**config.mk**
```make
export PLATFORM = sky130hd
export DESIGN_NAME = rcvcfg_regs
export DESIGN_NICKNAME = d
export VERILOG_FILES = /design/src/verilog/rcvcfg_pkg.sv /design/src/verilog/rcvcfg_regs.sv
export SDC_FILE = /design/constraint.sdc
export NUM_CORES = 1
export LEC_CHECK = 0
export ABC_AREA = 1
export BUFFER_PORTS_ARGS = -buffer_cell sky130_fd_sc_hd__buf_2
export CORE_MARGIN = 2
export CORE_UTILIZATION = 35
export DETAILED_ROUTE_END_ITERATION = 12
export PLACE_DENSITY_LB_ADDON = 0.08
export SLEW_MARGIN = 0
export SYNTH_ARGS = -nofsm -noshare
export SYNTH_HDL_FRONTEND = slang
export SYNTH_SLANG_ARGS = --single-unit
export TNS_END_PERCENT = 30
```
**constraint.sdc**
```tcl
create_clock -name clock -period 2.7 [get_ports clock]
set_input_delay 0.405 -clock clock [delete_from_list [all_inputs] [get_ports clock]]
set_output_delay 0.405 -clock clock [all_outputs]
set_load 0.005 [all_outputs]
```
**src/verilog/rcvcfg_pkg.sv**
```systemverilog
// Constants for the receiver configuration register bank
// Function
// - With one channel enabled, channel select picks AM (0) or PM (1).
// - Both channels and manual select: channel select picks the framing source.
// - AM demodulator bit: 0 peak detector, 1 mixer; preset to mixer for high rate.
// - Three low-pass code bits go straight to the receiver filter.
// - Three zero-setting bits go straight to the filter, each on its own.
// - Power-up and set-default command load every bit with its default.
// - Low-power bit set gives low-power receiver, clear gives normal operation.
// - Split bit 0 differential input; 1 input one to AM, two to PM.
// - LF enable bit routes the LF signal onto the receiver input.
// - Gain control enable bit, and mode: first eight pulses or whole receive.
// - Gain algorithm bit: 0 preset algorithm, 1 reset algorithm.
// - Auto squelch starts 18.88 us after transmit end, stops at mask expiry.
// - PM mixer clock: 0 transmitter output, 1 internal; single-ended forces internal.
// - AM first-stage gain code: 0 full, 1-6 steps down, 7 boost.
// - PM first-stage gain code uses the same coding as the AM field.
// - Clip bit limits first and second stage outputs; preset for active mode.
// - Forced gain reduction bit; preset for active peer-to-peer mode.
// - Mask timer counts 64/fc steps from transmit end; receiver masked meanwhile.
package rcvcfg_pkg;
  localparam logic [7:0] RCVCFG_IDX_ONE   = 8'h0a;
  localparam logic [7:0] RCVCFG_IDX_TWO   = 8'h0b;
  localparam logic [7:0] RCVCFG_IDX_THREE = 8'h0c;
  localparam logic [7:0] RCVCFG_RST_ONE   = 8'h00;
  localparam logic [7:0] RCVCFG_RST_TWO   = 8'h1a;
  localparam logic [7:0] RCVCFG_RST_THREE = 8'hd8;
  // Field positions, register one
  localparam int RCVCFG_CHANNEL_SELECT   = 7;
  localparam int RCVCFG_AMD_SEL  = 6;
  localparam int RCVCFG_LP_HI    = 5;
  localparam int RCVCFG_LP_LO    = 3;
  localparam int RCVCFG_ZERO_HI  = 2;
  localparam int RCVCFG_ZERO_MID = 1;
  localparam int RCVCFG_ZERO_LO  = 0;
  // Field positions, register two
  localparam int RCVCFG_LOW_PWR  = 7;
  localparam int RCVCFG_LF_SPLIT = 6;
  localparam int RCVCFG_LF_SIGNAL_ENABLE    = 5;
  localparam int RCVCFG_AGC_EN   = 4;
  localparam int RCVCFG_AGC_MODE = 3;
  localparam int RCVCFG_AGC_ALG  = 2;
  localparam int RCVCFG_SQ_AUTO  = 1;
  localparam int RCVCFG_PMIX     = 0;
  // Field positions, register three
  localparam int RCVCFG_AM_G_HI  = 7;
  localparam int RCVCFG_AM_G_LO  = 5;
  localparam int RCVCFG_PM_G_HI  = 4;
  localparam int RCVCFG_PM_G_LO  = 2;
  localparam int RCVCFG_CLIP     = 1;
  localparam int RCVCFG_FGR      = 0;
  // Timing
  localparam int     RCVCFG_CLK_KHZ     = 50000;
  localparam int     RCVCFG_SQ_DELAY_NS = 18880;
  localparam int     RCVCFG_SQ_CYC      = (RCVCFG_SQ_DELAY_NS * RCVCFG_CLK_KHZ
                                           + 999999) / 1000000;
  localparam int     RCVCFG_FC_KHZ      = 13560;
  localparam int     RCVCFG_MASK_FC     = 64;
  localparam int     RCVCFG_STEP_CYC    = (RCVCFG_MASK_FC * RCVCFG_CLK_KHZ
                                           + RCVCFG_FC_KHZ - 1) / RCVCFG_FC_KHZ;
  localparam logic [7:0] RCVCFG_MASK_MIN = 8'h04;
endpackage

```
**src/verilog/rcvcfg_regs.sv**
```systemverilog
// Receiver configuration register bank with AHB-Lite slave
`timescale 1ns/1ps
module rcvcfg_regs (
  input  wire logic        clock,
  input  wire logic        rst,
  input  wire logic        hsel,
  input  wire logic [31:0] haddr,
  input  wire logic [1:0]  htrans,
  input  wire logic        hwrite,
  input  wire logic [2:0]  hsize,
  input  wire logic [31:0] hwdata,
  input  wire logic        hready,
  output logic             hreadyout,
  output logic             hresp,
  output logic [31:0]      hrdata,
  input  wire logic        set_default,
  input  wire logic        very_high_bit_rate,
  input  wire logic        active_p2p_preset,
  input  wire logic        am_enable_ctl,
  input  wire logic        pm_enable_ctl,
  input  wire logic        manual_select,
  input  wire logic        single_ended,
  input  wire logic        tx_end,
  input  wire logic [7:0]  mask_time_code,
  output logic             am_channel_en,
  output logic             pm_channel_en,
  output logic             framing_from_pm,
  output logic             am_demod_mixer,
  output logic [2:0]       lowpass_code,
  output logic             zero_set_high,
  output logic             zero_set_mid,
  output logic             zero_set_low,
  output logic             receiver_low_power,
  output logic             lf_input_split,
  output logic             lf_signal_enable,
  output logic             agc_enable,
  output logic             agc_whole_period,
  output logic             agc_reset_alg,
  output logic             pm_mixer_internal,
  output logic [2:0]       am_first_gain,
  output logic [2:0]       pm_first_gain,
  output logic             stage_clip,
  output logic             forced_gain_reduction,
  output logic             rx_masked,
  output logic             squelch_active
);

  logic [7:0]  cfg_one_r;
  logic [7:0]  cfg_two_r;
  logic [7:0]  cfg_three_r;
  logic        wr_pend_r;
  logic [7:0]  wr_idx_r;
  logic [15:0] sq_cnt_r;
  logic        sq_wait_r;
  logic [15:0] step_cnt_r;
  logic [7:0]  mask_left_r;
  logic        mask_run_r;
  logic        mask_expire;
  logic        addr_ok;
  logic [7:0]  addr_idx;
  logic        wr_one;
  logic        wr_two;
  logic        wr_three;

  // Register index from a word-aligned byte address
  function automatic logic [7:0] word_index(input logic [31:0] a);
    return a[9:2];
  endfunction

  function automatic logic [7:0] read_mux(input logic [7:0] idx,
                                         input logic [7:0] r1,
                                         input logic [7:0] r2,
                                         input logic [7:0] r3);
    logic [7:0] v;
    v = 8'h00;
    if (idx == rcvcfg_pkg::RCVCFG_IDX_ONE) begin
      v = r1;
    end else if (idx == rcvcfg_pkg::RCVCFG_IDX_TWO) begin
      v = r2;
    end else if (idx == rcvcfg_pkg::RCVCFG_IDX_THREE) begin
      v = r3;
    end
    return v;
  endfunction

  assign addr_idx = word_index(haddr);
  assign addr_ok  = hsel && hready && htrans[1] && (haddr[31:10] == 22'h000000);
  assign wr_one   = wr_pend_r && (wr_idx_r == rcvcfg_pkg::RCVCFG_IDX_ONE);
  assign wr_two   = wr_pend_r && (wr_idx_r == rcvcfg_pkg::RCVCFG_IDX_TWO);
  assign wr_three = wr_pend_r && (wr_idx_r == rcvcfg_pkg::RCVCFG_IDX_THREE);

  // Zero wait states, always OKAY
  always_ff @(posedge clock) begin
    if (rst) begin
      hreadyout <= 1'b1;
      hresp     <= 1'b0;
    end else begin
      hreadyout <= 1'b1;
      hresp     <= 1'b0;
    end
  end

  // Write address captured in the address phase, data used in the data phase
  always_ff @(posedge clock) begin
    if (rst) begin
      wr_pend_r <= 1'b0;
      wr_idx_r  <= 8'h00;
    end else begin
      wr_pend_r <= addr_ok && hwrite;
      wr_idx_r  <= addr_idx;
    end
  end

  // Read data prepared at the address phase; unmapped words read zero
  always_ff @(posedge clock) begin
    if (rst) begin
      hrdata <= 32'h00000000;
    end else if (addr_ok && !hwrite) begin
      hrdata <= {24'h000000,
                 read_mux(addr_idx, cfg_one_r, cfg_two_r, cfg_three_r)};
    end else begin
      hrdata <= 32'h00000000;
    end
  end

  // Defaults win over writes; hardware presets win over a same-cycle write
  always_ff @(posedge clock) begin
    if (rst || set_default) begin
      cfg_one_r <= rcvcfg_pkg::RCVCFG_RST_ONE;
    end else begin
      if (wr_one) begin
        cfg_one_r <= hwdata[7:0];
      end
      if (very_high_bit_rate) begin
        cfg_one_r[rcvcfg_pkg::RCVCFG_AMD_SEL] <= 1'b1;
      end
    end
  end

  always_ff @(posedge clock) begin
    if (rst || set_default) begin
      cfg_two_r <= rcvcfg_pkg::RCVCFG_RST_TWO;
    end else if (wr_two) begin
      cfg_two_r <= hwdata[7:0];
    end
  end

  always_ff @(posedge clock) begin
    if (rst || set_default) begin
      cfg_three_r <= rcvcfg_pkg::RCVCFG_RST_THREE;
    end else begin
      if (wr_three) begin
        cfg_three_r <= hwdata[7:0];
      end
      if (active_p2p_preset) begin
        cfg_three_r[rcvcfg_pkg::RCVCFG_CLIP] <= 1'b1;
        cfg_three_r[rcvcfg_pkg::RCVCFG_FGR]  <= 1'b1;
      end
    end
  end

  // Channel enables and framing source
  always_ff @(posedge clock) begin
    if (rst) begin
      am_channel_en   <= 1'b0;
      pm_channel_en   <= 1'b0;
      framing_from_pm <= 1'b0;
    end else if (am_enable_ctl && pm_enable_ctl) begin
      am_channel_en   <= 1'b1;
      pm_channel_en   <= 1'b1;
      // Automatic selection lives outside; hold AM as the neutral choice
      framing_from_pm <= manual_select && cfg_one_r[rcvcfg_pkg::RCVCFG_CHANNEL_SELECT];
    end else if (am_enable_ctl || pm_enable_ctl) begin
      am_channel_en   <= !cfg_one_r[rcvcfg_pkg::RCVCFG_CHANNEL_SELECT];
      pm_channel_en   <= cfg_one_r[rcvcfg_pkg::RCVCFG_CHANNEL_SELECT];
      framing_from_pm <= cfg_one_r[rcvcfg_pkg::RCVCFG_CHANNEL_SELECT];
    end else begin
      am_channel_en   <= 1'b0;
      pm_channel_en   <= 1'b0;
      framing_from_pm <= 1'b0;
    end
  end

  // Register one fields to the demodulator and filter
  always_ff @(posedge clock) begin
    if (rst) begin
      am_demod_mixer <= 1'b0;
      lowpass_code   <= 3'h0;
      zero_set_high  <= 1'b0;
      zero_set_mid   <= 1'b0;
      zero_set_low   <= 1'b0;
    end else begin
      am_demod_mixer <= cfg_one_r[rcvcfg_pkg::RCVCFG_AMD_SEL];
      lowpass_code   <= cfg_one_r[rcvcfg_pkg::RCVCFG_LP_HI:rcvcfg_pkg::RCVCFG_LP_LO];
      zero_set_high  <= cfg_one_r[rcvcfg_pkg::RCVCFG_ZERO_HI];
      zero_set_mid   <= cfg_one_r[rcvcfg_pkg::RCVCFG_ZERO_MID];
      zero_set_low   <= cfg_one_r[rcvcfg_pkg::RCVCFG_ZERO_LO];
    end
  end

  // Register two fields
  always_ff @(posedge clock) begin
    if (rst) begin
      receiver_low_power <= 1'b0;
      lf_input_split     <= 1'b0;
      lf_signal_enable   <= 1'b0;
      agc_enable         <= 1'b0;
      agc_whole_period   <= 1'b0;
      agc_reset_alg      <= 1'b0;
      pm_mixer_internal  <= 1'b0;
    end else begin
      receiver_low_power <= cfg_two_r[rcvcfg_pkg::RCVCFG_LOW_PWR];
      lf_input_split     <= cfg_two_r[rcvcfg_pkg::RCVCFG_LF_SPLIT];
      lf_signal_enable   <= cfg_two_r[rcvcfg_pkg::RCVCFG_LF_SIGNAL_ENABLE];
      agc_enable         <= cfg_two_r[rcvcfg_pkg::RCVCFG_AGC_EN];
      agc_whole_period   <= cfg_two_r[rcvcfg_pkg::RCVCFG_AGC_MODE];
      agc_reset_alg      <= cfg_two_r[rcvcfg_pkg::RCVCFG_AGC_ALG];
      pm_mixer_internal  <= cfg_two_r[rcvcfg_pkg::RCVCFG_PMIX] || single_ended;
    end
  end

  // Register three fields; gain change after clearing reduction needs a receiver restart
  always_ff @(posedge clock) begin
    if (rst) begin
      am_first_gain         <= 3'h0;
      pm_first_gain         <= 3'h0;
      stage_clip            <= 1'b0;
      forced_gain_reduction <= 1'b0;
    end else begin
      am_first_gain <= cfg_three_r[rcvcfg_pkg::RCVCFG_AM_G_HI:rcvcfg_pkg::RCVCFG_AM_G_LO];
      pm_first_gain <= cfg_three_r[rcvcfg_pkg::RCVCFG_PM_G_HI:rcvcfg_pkg::RCVCFG_PM_G_LO];
      stage_clip            <= cfg_three_r[rcvcfg_pkg::RCVCFG_CLIP];
      forced_gain_reduction <= cfg_three_r[rcvcfg_pkg::RCVCFG_FGR];
    end
  end

  // Mask timer: codes below the minimum still give the shortest mask
  assign mask_expire = mask_run_r && (mask_left_r == 8'h01) &&
                       (step_cnt_r == 16'(rcvcfg_pkg::RCVCFG_STEP_CYC - 1));

  always_ff @(posedge clock) begin
    if (rst) begin
      mask_run_r  <= 1'b0;
      mask_left_r <= 8'h00;
      step_cnt_r  <= 16'h0000;
      rx_masked   <= 1'b0;
    end else if (tx_end) begin
      mask_run_r  <= 1'b1;
      mask_left_r <= (mask_time_code < rcvcfg_pkg::RCVCFG_MASK_MIN) ?
                     rcvcfg_pkg::RCVCFG_MASK_MIN : mask_time_code;
      step_cnt_r  <= 16'h0000;
      rx_masked   <= 1'b1;
    end else if (mask_run_r) begin
      if (step_cnt_r == 16'(rcvcfg_pkg::RCVCFG_STEP_CYC - 1)) begin
        step_cnt_r  <= 16'h0000;
        mask_left_r <= mask_left_r - 8'h01;
        if (mask_left_r == 8'h01) begin
          mask_run_r <= 1'b0;
          rx_masked  <= 1'b0;
        end
      end else begin
        step_cnt_r <= step_cnt_r + 16'h0001;
      end
    end
  end

  // Squelch: delayed start after transmit end, stop at mask expiry
  always_ff @(posedge clock) begin
    if (rst) begin
      sq_wait_r      <= 1'b0;
      sq_cnt_r       <= 16'h0000;
      squelch_active <= 1'b0;
    end else if (tx_end) begin
      sq_wait_r      <= cfg_two_r[rcvcfg_pkg::RCVCFG_SQ_AUTO];
      sq_cnt_r       <= 16'h0000;
      squelch_active <= 1'b0;
    end else if (mask_expire) begin
      sq_wait_r      <= 1'b0;
      squelch_active <= 1'b0;
    end else if (sq_wait_r) begin
      if (sq_cnt_r == 16'(rcvcfg_pkg::RCVCFG_SQ_CYC - 1)) begin
        sq_wait_r      <= 1'b0;
        squelch_active <= 1'b1;
      end else begin
        sq_cnt_r <= sq_cnt_r + 16'h0001;
      end
    end
  end

endmodule
```
== After elaboration in Yosys (flattened, before gate mapping) ==
Cells that the tools add are included.
Storage, ports and cells
  bits in registers: 134
  output and inout bits: 61
Cells by class
  $add $sub $neg: 3
  magnitude comparators: 1
  equality and inequality tests: 9
  mux-type cells: 29
  bitwise logic cells: 3
  reduce and logical (&&, ||, !) cells: 30
Operators with widths (count)
  two-way mux 8 bit: 7
  equality test 8 x 4 -> 1 bit (second input constant): 6
  adder 16 x 1 -> 16 bit (second input constant): 2
  zero test 22 bit: 1
  two-way mux 1 bit: 18
  equality test 16 x 10 -> 1 bit (second input constant): 1
  equality test 16 x 8 -> 1 bit (second input constant): 1
  two-way mux 16 bit: 1
  logical AND 1 bit: 12
  nonzero test 2 bit: 5
  equality test 8 x 1 -> 1 bit (second input constant): 1
  < comparator 8 x 3 -> 1 bit (second input constant): 1
  subtractor 8 x 1 -> 8 bit (second input constant): 1
  two-way mux 7 bit: 1
  AND reduction 3 bit: 2
  two-way mux 2 bit: 2
  AND reduction 2 bit: 2
  OR reduction 2 bit: 2
  logical OR 1 bit: 3
  NOT 1 bit: 3
  OR reduction 3 bit: 1
  zero test 1 bit: 2

== Depth between registers and ports, before layout ==
Gate-level depths: netlist (run 1).
  depth in word-level cells: 6
  mapped depth: 11

== Worst setup path before layout (run 1) ==
No wires, ideal clock.
  path type: reg-to-reg
  from: register sq_cnt_r[0]
  to: register sq_cnt_r[14]
  setup time: 0.132 ns
  arrival: 1.341 ns
  required time: 2.568 ns
  setup slack: 1.227 ns
  stages on the path, launching flop included: 8
  buffers on the path: 1
  cells stage by stage: dfxtp_1 > ha_1 > nand3_1 > nor2_1 > a21oi_4 > buf_2 > nand3_1 > a21oi_1
On the way
  cells in the longest elaborated chain, start to end: 3
  elaborated cells on any way between the ends: 4
  those cells by class: 1 x add/sub; 1 x eq/ne; 1 x bitwise; 1 x reduce/logical
Ends and longest elaborated chain
  start: declaration: RTL line rcvcfg_regs.sv:53  | logic [15:0] sq_cnt_r;
  start signal: assignment: RTL line rcvcfg_regs.sv:285  | sq_cnt_r <= sq_cnt_r + 16'h0001;
  branches (longest 3 deep; another with adder 16 x 1 -> 16 bit)
Several ways; the timed one is not identified.
A chain may end at the register's enable or synchronous reset.

== Worst setup path in the final report (run 1) ==
  from: register step_cnt_r[0]
  to: register sq_cnt_r[15]
On the way
  cells in the longest elaborated chain, start to end: 4
Ends and longest elaborated chain
  start: declaration: RTL line rcvcfg_regs.sv:55  | logic [15:0] step_cnt_r;
  start signal: assignment: RTL line rcvcfg_regs.sv:262  | step_cnt_r <= step_cnt_r + 16'h0001;
  equality test 16 x 8 -> 1 bit: RTL line rcvcfg_regs.sv:239  | (step_cnt_r == 16'(rcvcfg_pkg::RCVCFG_STEP_CYC - 1));
  logical AND 1 bit: RTL line rcvcfg_regs.sv:238  | assign mask_expire = mask_run_r && (mask_left_r == 8'h01) &&
  NOT 1 bit (no source line)
  AND reduction 3 bit (no source line)
No other way between the ends.

==> impl_results.md, run 1 <==
- #FFs+latches synth: 110
- # clock sinks: 110
- # Max-Cap Violations: 0
- Worst reg2reg endpoint: sq_cnt_r[15]
- Core Region: 14,500 um^2
- Worst-Skew Late Latency: 0.36 ns
- Wire per inst: 12.8 um
- Peak Freq: around 530 MHz
- Clock Pin Slew Worst Setup and Hold Paths: around 0.080 ns
- CTS tree: yes
- Synthesized area per cell: roughly 7 um^2
- Final Hold Viols: 0
- DRT antenna net count: 0
- N_diodes: 0
- # setup viols final: 0
- Fill count: 1,557
- Slew headroom: 0.182
- Total power: approximately 3.3 mW
- CTS Hold Bufs: 0
- Chip Width: 126 um
- Final Skew: 0.00985 ns
- Vias in the first global route: 4,500
- Final period util: 0.701
- First-pass GRT wire length: 21.9 mm
- Hold depth: 3
- Least-Margin Pin Slew: about 1.2 ns
- H-tree levels: 3
- Initial core utilization: 0.359
- Register-to-register setup slack: 0.81 ns
- Routed WL: 13.2 mm
- RSZ-0062 raised after global routing: no
- Worst Setup Path Type: flip-flop to flip-flop
- Port Buf Inserts: 94
- CTS buffer count: 9
- RD Place Congestion: 0.834
- Drt drc: 0
- Min Tclk post-route: about 1.9 ns
- Critical path data arrival time: 2.18 ns
- Vias: ~4.9k
- Fraction of final layout cells sized beyond drive strength 1: 0.155
- Most frequent cells in the layout: nor2_1, nand2_1, dfxtp_1
- Die Y: ~130 um
- WP data required: 2.98 ns
- Detailed Routing Iterations Pass 1: 4
- Met3 usage: 0.0306
- Yosys synthesis warning count: 0
- Critical Path Fanout Max: 17
- Grt met1 use: 0.217
- Die ar.: 15,900 um^2
- PwrDens: 541 nW/um^2
- Area delta synth->final: 16.2%
- Synth cell types: 34
- GR Util met2: 0.282
- Most common cell after layout, fill and taps aside: nor2_1
- Row count: 44
- # Post-CTS Setup Buffers: 0
- Initial antenna violation count: 0
- Vias per Instance: 4.70
- Mapped Cells: around 760
- Clk buf depth: 2
- Hold endpoint: pm_mixer_internal
- Max-slew violations: 0
- First DRT Iteration DRCs: 299
- Mapped Area: roughly 5200 um^2
- Gr usage total: 0.169
- VDD IR max: 0.305 mV
- GR peak layer: met2
- Largest net degree at the start of global routing: 37
- Worst setup SP type: flip-flop
- Setup TNS: 0 ns
- Grt total ovfl: 0
- Post-CTS Resized: 0
- Hold WC Path Type: input port to flip-flop
- Sequential area share after synthesis: 0.422
- Leakage: ~2.7 nW
- I/O pins: 151
- Root Buffer: clkbuf_16
- RR Startpoint: step_cnt_r[0]
- Register-to-Register Path Depth: 9
- Run status: finished, final reports clean
- Nets@finish: about 940
- Min-delay src: single_ended
- CP endpoint kind: flip-flop
- DP HPWL: 9.84 mm
-- state kept, by name, indices dropped and copies added (netlist names), 3 cells and up --
register	cells
am_first_gain	3
cfg_one_r	8
cfg_three_r	8
cfg_two_r	8
hrdata	8
lowpass_code	3
mask_left_r	8
pm_first_gain	3
sq_cnt_r	16
step_cnt_r	16
wr_idx_r	8
-- worst max-delay path by stage --
stage                              from      endpoint  slack, ns  cells after the start
after global placement              rst  cfg_one_r[2]       0.56                      4
after floorplan             sq_cnt_r[0]  sq_cnt_r[14]       1.23                      7
after detailed placement            rst  cfg_one_r[1]       0.45                      4
final                     step_cnt_r[0]  sq_cnt_r[15]       0.81                      9
after global routing      step_cnt_r[0]   sq_cnt_r[3]       0.56                      9
after CTS                   sq_cnt_r[0]   sq_cnt_r[0]       0.80                      7
-- Yosys cell counts --
cell type,instances,area (um^2)
a211oi_1,2,15.0
a21oi_1,45,225
a21oi_4,1,16.3
a31oi_1,1,6.26
buf_1,1,3.75
buf_2,4,20.0
buf_4,28,210
buf_8,1,15.0
clkbuf_1,10,37.5
clkinv_1,2,7.51
conb_1,2,7.51
dfxtp_1,110,2200
ha_1,4,50.1
inv_1,81,304
inv_2,4,15.0
nand2_1,149,559
nand2_2,4,25.0
nand2_4,2,22.5
nand3_1,68,340
nand3_4,1,17.5
nand3b_1,1,7.51
nand4_1,14,87.6
nor2_1,152,571
nor2_2,1,6.26
nor2_4,1,11.3
nor3_1,12,60.1
nor3_2,2,20.0
nor4_4,1,21.3
o211a_1,1,10.0
o211ai_1,6,45.0
o21ai_0,30,150
or2_2,2,12.5
xnor2_1,4,35.0
xor2_1,9,78.8
-- final cells by class --
type | count | area [um^2] | share of cell area
Clock buffer | 9 | 225 | 0.0372
Clock inverter | 7 | 91.3 | 0.0151
Tap cell | 184 | 230 | 0.0380
Sequential cell | 110 | 2200 | 0.363
Timing Repair Buffer | 97 | 493 | 0.0814
Multi-Input combinational cell | 539 | 2490 | 0.411
Inverter | 87 | 327 | 0.0539
-- per-stage QoR --
stage	hold WS, ns	area [um^2]	util	setup slack, ns	std cells
2_1_floorplan	0.417	5310	-	1.23	780
3_3_place_gp	0.438	5740	0.395	0.561	1017
3_5_place_dp	0.441	5740	0.395	0.449	1017
4_1_cts	0.231	6060	0.417	0.795	1033
5_1_grt	0.268	6060	0.417	0.565	1033
6_report	0.244	6060	0.417	0.806	1033
-- worst max-delay path, cell delays in order (launching register included) --
cell and delay [ns]:
dfxtp_1 0.37, ha_1 0.33, nand3_1 0.14, inv_1 0.07, nand2_1 0.05, nor2_1 0.12
nand2_2 0.23, nand2_4 0.28, nand2_1 0.07, a21oi_1 0.15
-- per-layer routing --
layer	vias up	part of all wire
li1	2517	-
met1	2217	0.46
met2	100	0.47
met3	20	0.042
met4	0	0.022
met5	-	0
-- report_power, final --
group,internal (mW),switching (mW)
sequential,1.65,0.0169
clock,0.665,0.691
combinational,0.0911,0.163
-- kinds of logic (layout without fill, tap and decap cells) --
family / after synthesis / in the layout / synth area share
xor+xnor: 13 / 13 / 0.0218
flops: 110 / 110 / 0.422
simple gates: 410 / 410 / 0.338
buf+inv: 131 / 200 / 0.118
other cells: 2 / 26 / 0.00144
fa+ha+maj: 4 / 4 / 0.00960
compound gates: 86 / 86 / 0.0897
Power figures use the tool's default switching activity.
==> run 2, diff against run 1 <==
--- a/config.mk
+++ b/config.mk
@@ -5,7 +5,7 @@
 export SDC_FILE = /design/constraint.sdc
 export NUM_CORES = 1
 export LEC_CHECK = 0
-export ABC_AREA = 1
+export ABC_AREA = 0
 export BUFFER_PORTS_ARGS = -buffer_cell sky130_fd_sc_hd__buf_2
 export CORE_MARGIN = 2
 export CORE_UTILIZATION = 35
==> constraint.sdc (replaced) <==
create_clock -name clock -period 1.8 [get_ports clock]
set_input_delay 0.27 -clock clock [delete_from_list [all_inputs] [get_ports clock]]
set_output_delay 0.27 -clock clock [all_outputs]
set_load 0.005 [all_outputs]
==> impl_results.md, run 2 <==
- Mapped Cells: 506
- Post-synth EDFFs: 0
- Final period util: 1.11
- Initial antenna violation count: 1
- Area contributors post-synth: dfxtp_1, mux2i_1, nor2_1
- Failing checks: negative setup slack
- Most common cell after layout, fill and taps aside: dfxtp_1
- Met3 WL: between 500 and 600 um
- Placed cell count: 808
- Top flop regs: sq_cnt_r (16), step_cnt_r (16)
- Most frequent cell after synthesis: dfxtp_1
- Synth Flop Type: dfxtp_1
- Design Area, Final: around 6100 um^2
- CP Depth: 5
- Largest net degree at the start of global routing: 29
- Vias in the first global route: 3,696
- Detailed Routing Iterations Pass 1: 5
- DP HPWL: 8.15 mm
- Area delta synth->final: 29.0%
- Most frequent cells in the layout: dfxtp_1, buf_2, nor2_1
- First-pass GRT wire length: 18.2 mm
- Die ar.: ~14,000 um^2
- Final Hold Slack: about 0.11 ns
- N_diodes: 0
- Clk buf depth: 2
- Worst Path Buf+Inv: 0
- Max-slew violations: 0
- Delay-heaviest family, CP: simple AND/OR/NAND/NOR gates
- Peak Freq: 502 MHz
- Final Hold Viols: 0
- Min Tclk post-route: 1.99 ns
- Sequential area share after synthesis: 0.468
- Asr flop ratio synth: 0
- H-tree levels: 3
- Non-filler cells, final: just over 800
- Mapped Area: 4710 um^2
- Synth cell types: 52
- Setup WS post-layout: -0.191 ns
- Register-to-Register Path Depth: 5
- Top Layer Used: met5
- First DRT Iteration DRCs: roughly 190
- WL met1: 5.05 mm
- I/O pins: ~150
- # setup viols final: 42
- Final Util: 0.461
- Leading area contributor after synthesis: dfxtp_1
- Vias per Instance: 4.67
- PwrDens: 790 nW/um^2
- # clock sinks: 110
- Least-Margin Pin Slew: approximately 0.97 ns
- Synth top cells by count: dfxtp_1, nor2_1, nand2_1, mux2i_1, nor2b_1
- Critical Path Fanout Max: 3
- RSZ-0062 raised after global routing: yes
- Die Y: 120 um
- #FFs+latches synth: 110
- Vias: 3,854
- Run status: complete, but fails checks
- Port Buf Inserts: 94
- Hold WC Path Type: input port to flip-flop
- Slew headroom: 0.351
- Drt drc: 0
- CTS buffer count: 9
- Row count: 42
- Met2 WL: 5.51 mm
- Critical path data arrival time: 2.25 ns
- Critical path's slowest cell: or4_4
- VDD IR max: 0.564 mV
- Yosys synthesis warning count: 0
- Fraction of final layout cells sized beyond drive strength 1: 0.309
- CP endpoint kind: flip-flop
- Most common cell on crit path: or4_4
- Gr usage total: 0.160
- Leakage: 2.56 nW
- Worst-Skew Late Latency: roughly 0.36 ns
- DRT antenna net count: 0
- Wire per inst: 13.6 um
- Initial core utilization: 0.357
- # Max-Cap Violations: 0
- Worst setup SP type: flip-flop
- Worst Setup Path Type: flip-flop to flip-flop
- Final Skew: between 0.009 and 0.01 ns
- Chip Width: ~120 um
- Core Region: 13,200 um^2
- Clock Pin Slew Worst Setup and Hold Paths: 0.08 ns
- CP cell instances: or4_4 -> or4_4 -> nor4_4 -> xor2_1 -> o21a_1
- Synthesized area per cell: around 9.3 um^2
- Fill count: 1,308
- Post-DP Area: approximately 5700 um^2
- Max incr delay on CP: 0.58 ns
- WP data required: 2.06 ns
- Setup TNS: -3.69 ns
- RD Place Congestion: 0.837
- Nets@finish: 739
- Top cell type's share of synthesized area: 0.468
- Hold depth: 3
- CTS tree: yes
- Routed WL: 11.3 mm
- Grt total ovfl: 0
- Root Buffer: clkbuf_16
-- run 2: changes by cell type after synthesis, sizes merged, moves of 12 or more --
cell | before | now
o21ai | 30 | 11
inv | 85 | 12
nand2 | 155 | 40
nor2b | 0 | 30
a21oi | 46 | 24
nor3 | 14 | 2
mux2i | 0 | 37
nand3 | 69 | 16
nor2 | 154 | 57
-- run 2: cell type report --
type | instances | area, um^2 | share of cell area
inverter | 12 | 45.0 | 0.00741
clock buffer | 10 | 239 | 0.0393
clock inverter | 6 | 53.8 | 0.00885
timing repair buffer | 149 | 903 | 0.149
sequential | 110 | 2210 | 0.364
tap | 176 | 220 | 0.0362
multi-input combinational | 363 | 2410 | 0.396
-- run 2: routing by layer --
layer | GRT usage | vias to the layer above
met3 | 0.0494 | 11
li1 | - | 1960
met1 | 0.196 | 1791
met5 | 0 | -
met2 | 0.270 | 90
met4 | 0.0463 | 2
-- run 2: worst paths after layout --
path,from,to,slack (ns)
worst max-delay path,step_cnt_r[8],mask_left_r[3],-0.19
worst min-delay path,single_ended,pm_mixer_internal,0.11
worst max register to register,step_cnt_r[8],mask_left_r[3],-0.19
worst min register to register,cfg_two_r[4],agc_enable,0.48
-- run 2: stage by stage --
stage	power (mW)	setup slack, ns
4_1_cts	4.88	-0.195
5_1_grt	5.00	-0.249
2_1_floorplan	2.77	-0.144
3_3_place_gp	2.89	-0.179
6_report	4.80	-0.191
3_5_place_dp	2.89	-0.212
-- run 2: cells by family after synthesis --
group,after synthesis,synth area share
XOR/XNOR,23,0.0428
AND/OR/NAND/NOR,212,0.243
other,2,0.00159
AO/OA/AOI/OAI,60,0.0856
buffers and inverters,58,0.0704
adder cells (fa/ha/maj),4,0.0106
flip-flops,110,0.468
multiplexers,37,0.0786
-- run 2: power by group --
group          internal, mW  total (mW)  switching, mW
clock network         0.997        1.95          0.954
logic                 0.158       0.346          0.189
registers              2.48        2.51         0.0283
total                  3.63        4.80           1.17
-- run 2: tightest hold or removal path: cells and delay by family --
kind                   cells  cell delay, ns
and+or+nand+nor            2            0.09
buffers and inverters      1            0.07
-- run 2: repair_timing --
item | CTS | global route
hold buffers | 0 | 0
cloned | 1 | 0
pin swaps | 6 | 13
gates resized for setup | 6 | 18
setup buffers | 1 | 0
endpoints found under the setup margin | 53 | 68
==> run 3, diff against run 2 <==
--- a/config.mk
+++ b/config.mk
@@ -11,6 +11,7 @@
 export CORE_UTILIZATION = 35
 export DETAILED_ROUTE_END_ITERATION = 12
 export PLACE_DENSITY_LB_ADDON = 0.08
+export SETUP_SLACK_MARGIN = 0.3
 export SLEW_MARGIN = 0
 export SYNTH_ARGS = -nofsm -noshare
 export SYNTH_HDL_FRONTEND = slang
==> impl_results.md, run 3 (synthesis results as in run 2) <==
- Run status: complete, but fails checks
- Failing checks: negative setup slack
- Row count: between 40 and 50
- Worst Path Buf+Inv: 0
- Worst Setup Path Type: flip-flop to flip-flop
- Peak Freq: between 400 and 500 MHz
- First DRT Iteration DRCs: approximately 220
- VDD IR max: 0.775 mV
- Most common cell after layout, fill and taps aside: dfxtp_1
- CP cell instances: or4_4 -> or4_4 -> nor4_4 -> xor2_1 -> o21a_1
- CTS tree: yes
- Setup TNS: -3.77 ns
- Final Skew: 0.00525 ns
- I/O pins: 151
- Slew headroom: 0.352
- Register area: 2210 um^2
- Core Region: 13,200 um^2
- Largest net degree at the start of global routing: 44
- Clk buf depth: 2
- Final Util: 0.465
- Clock Power Share: 0.419
- Multi-input logic area: 2430 um^2
- Critical path's slowest cell: or4_4
- Total power: 4.92 mW
- H-tree levels: 3
- Worst-Skew Late Latency: 0.36 ns
- # clock sinks: 110
- Most common cell on crit path: or4_4
- Grt total ovfl: 0
- Nets@finish: 740
- Top flop regs: sq_cnt_r (16), step_cnt_r (16)
- Non-filler cells, final: 827
- RSZ-0062 raised after global routing: yes
- Critical Path Fanout Max: 3
- Final Hold Slack: 0.109 ns
- Die Y: 120 um
- CP endpoint kind: flip-flop
- Port Buf Inserts: 94
- Final Hold Viols: 0
- Detailed Routing Iterations Pass 1: 4
- Final period util: 1.12
- Clock Pin Slew Worst Setup and Hold Paths: 0.07 ns
- Vias in the first global route: 3,828
- Area delta synth->final: 30.4%
- Switching share of power: 0.240
- PwrDens: 802 nW/um^2
- Hold WC Path Type: input port to flip-flop
- Placed cell count: 804
- Logic gate share of total power: 0.073
- Drt drc: 0
- CTS Hold Bufs: 0
- Reg power frac: 0.508
- Fraction of final layout cells sized beyond drive strength 1: 0.321
- Die ar.: 14,400 um^2
- Vias: 3,816
- Routed WL: roughly 11 mm
- Leakage: 2.60 nW
- Critical path data arrival time: 2.26 ns
- Switching pwr: 1.18 mW
- Max-slew violations: 0
- First-pass GRT wire length: between 15 and 20 mm
- Least-Margin Pin Slew: 0.969 ns
- Wire per inst: around 13 um
- Most frequent cells in the layout: dfxtp_1, buf_2, nor2_1
- DP HPWL: 7.93 mm
- WP data required: between 2 and 2.5 ns
- Initial core utilization: 0.357
- CTS buffer count: 9
- RD Place Congestion: slightly below 0.8
- Root Buffer: clkbuf_16
- Fill count: 1,296
- Delay-heaviest family, CP: simple AND/OR/NAND/NOR gates
- Vias per Instance: 4.61
- Chip Width: 120 um
- # setup viols final: 42
- Min Tclk post-route: 2.01 ns
- Gr usage total: 0.159
- Max incr delay on CP: 0.60 ns
- Pint: 3.74 mW
- Worst setup SP type: flip-flop
- # Max-Cap Violations: 0
- Setup WS post-layout: -0.213 ns
- N_diodes: 0
- DRT antenna net count: 0
- Initial antenna violation count: 0
[run 3: area by class of cell]
| cell class | instances | area share |
|---|---|---|
| well taps | 176 | 0.0359 |
| flip-flops and latches | 110 | 0.360 |
| clock inverters | 7 | 0.0126 |
| inverters | 12 | 0.00734 |
| repair buffers | 150 | 0.151 |
| multi-input cells | 363 | 0.396 |
| clock buffers | 9 | 0.0367 |
[run 3: per-layer routing]
| metal | vias to the layer above | wire length (um) | track usage |
|---|---|---|---|
| li1 | 1967 | - | - |
| met1 | 1787 | 4980 | 0.188 |
| met2 | 54 | 5560 | 0.273 |
| met3 | 8 | 444 | 0.0551 |
| met4 | 0 | 100 | 0.0404 |
| met5 | - | 0 | 0 |
[run 3: worst reg2reg max path, delay by kind of cell, from the launching register on]
kind | cells | cell delay, ns
simple gates | 3 | 1.33
xor+xnor | 1 | 0.10
flops | 1 | 0.31
compound gates | 1 | 0.18
[run 3: power groups by stage]
stage | clock network [mW] | logic [mW] | registers [mW]
final | 2.06 | 0.359 | 2.50
after CTS | 2.13 | 0.354 | 2.50
after detailed placement | 0 | 0.338 | 2.56
after global placement | 0 | 0.336 | 2.56
after floorplan | 0 | 0.208 | 2.56
after global routing | 2.22 | 0.400 | 2.51
[run 3: stage by stage]
| step | setup slack, ns | cell area (um^2) |
|---|---|---|
| after global placement | -0.199 | 5640 |
| after CTS | -0.216 | 6050 |
| after floorplan | -0.144 | 4820 |
| final | -0.213 | 6140 |
| after global routing | -0.268 | 6140 |
| after detailed placement | -0.197 | 5640 |
[run 3: path summary, 6_finish.rpt]
path | from | end | slack (ns) | cells after the start
min reg2reg | cfg_three_r[1] | stage_clip | 0.48 | 1
max | step_cnt_r[4] | mask_left_r[3] | -0.21 | 5
max reg2reg | step_cnt_r[4] | mask_left_r[3] | -0.21 | 5
min | single_ended | pm_mixer_internal | 0.11 | 3
[run 3: repair_timing]
item,in CTS,in global routing
buffers inserted,4,2
pin swaps,35,25
resized for setup,16,16
cloned,1,0
setup endpoints to repair,68,68
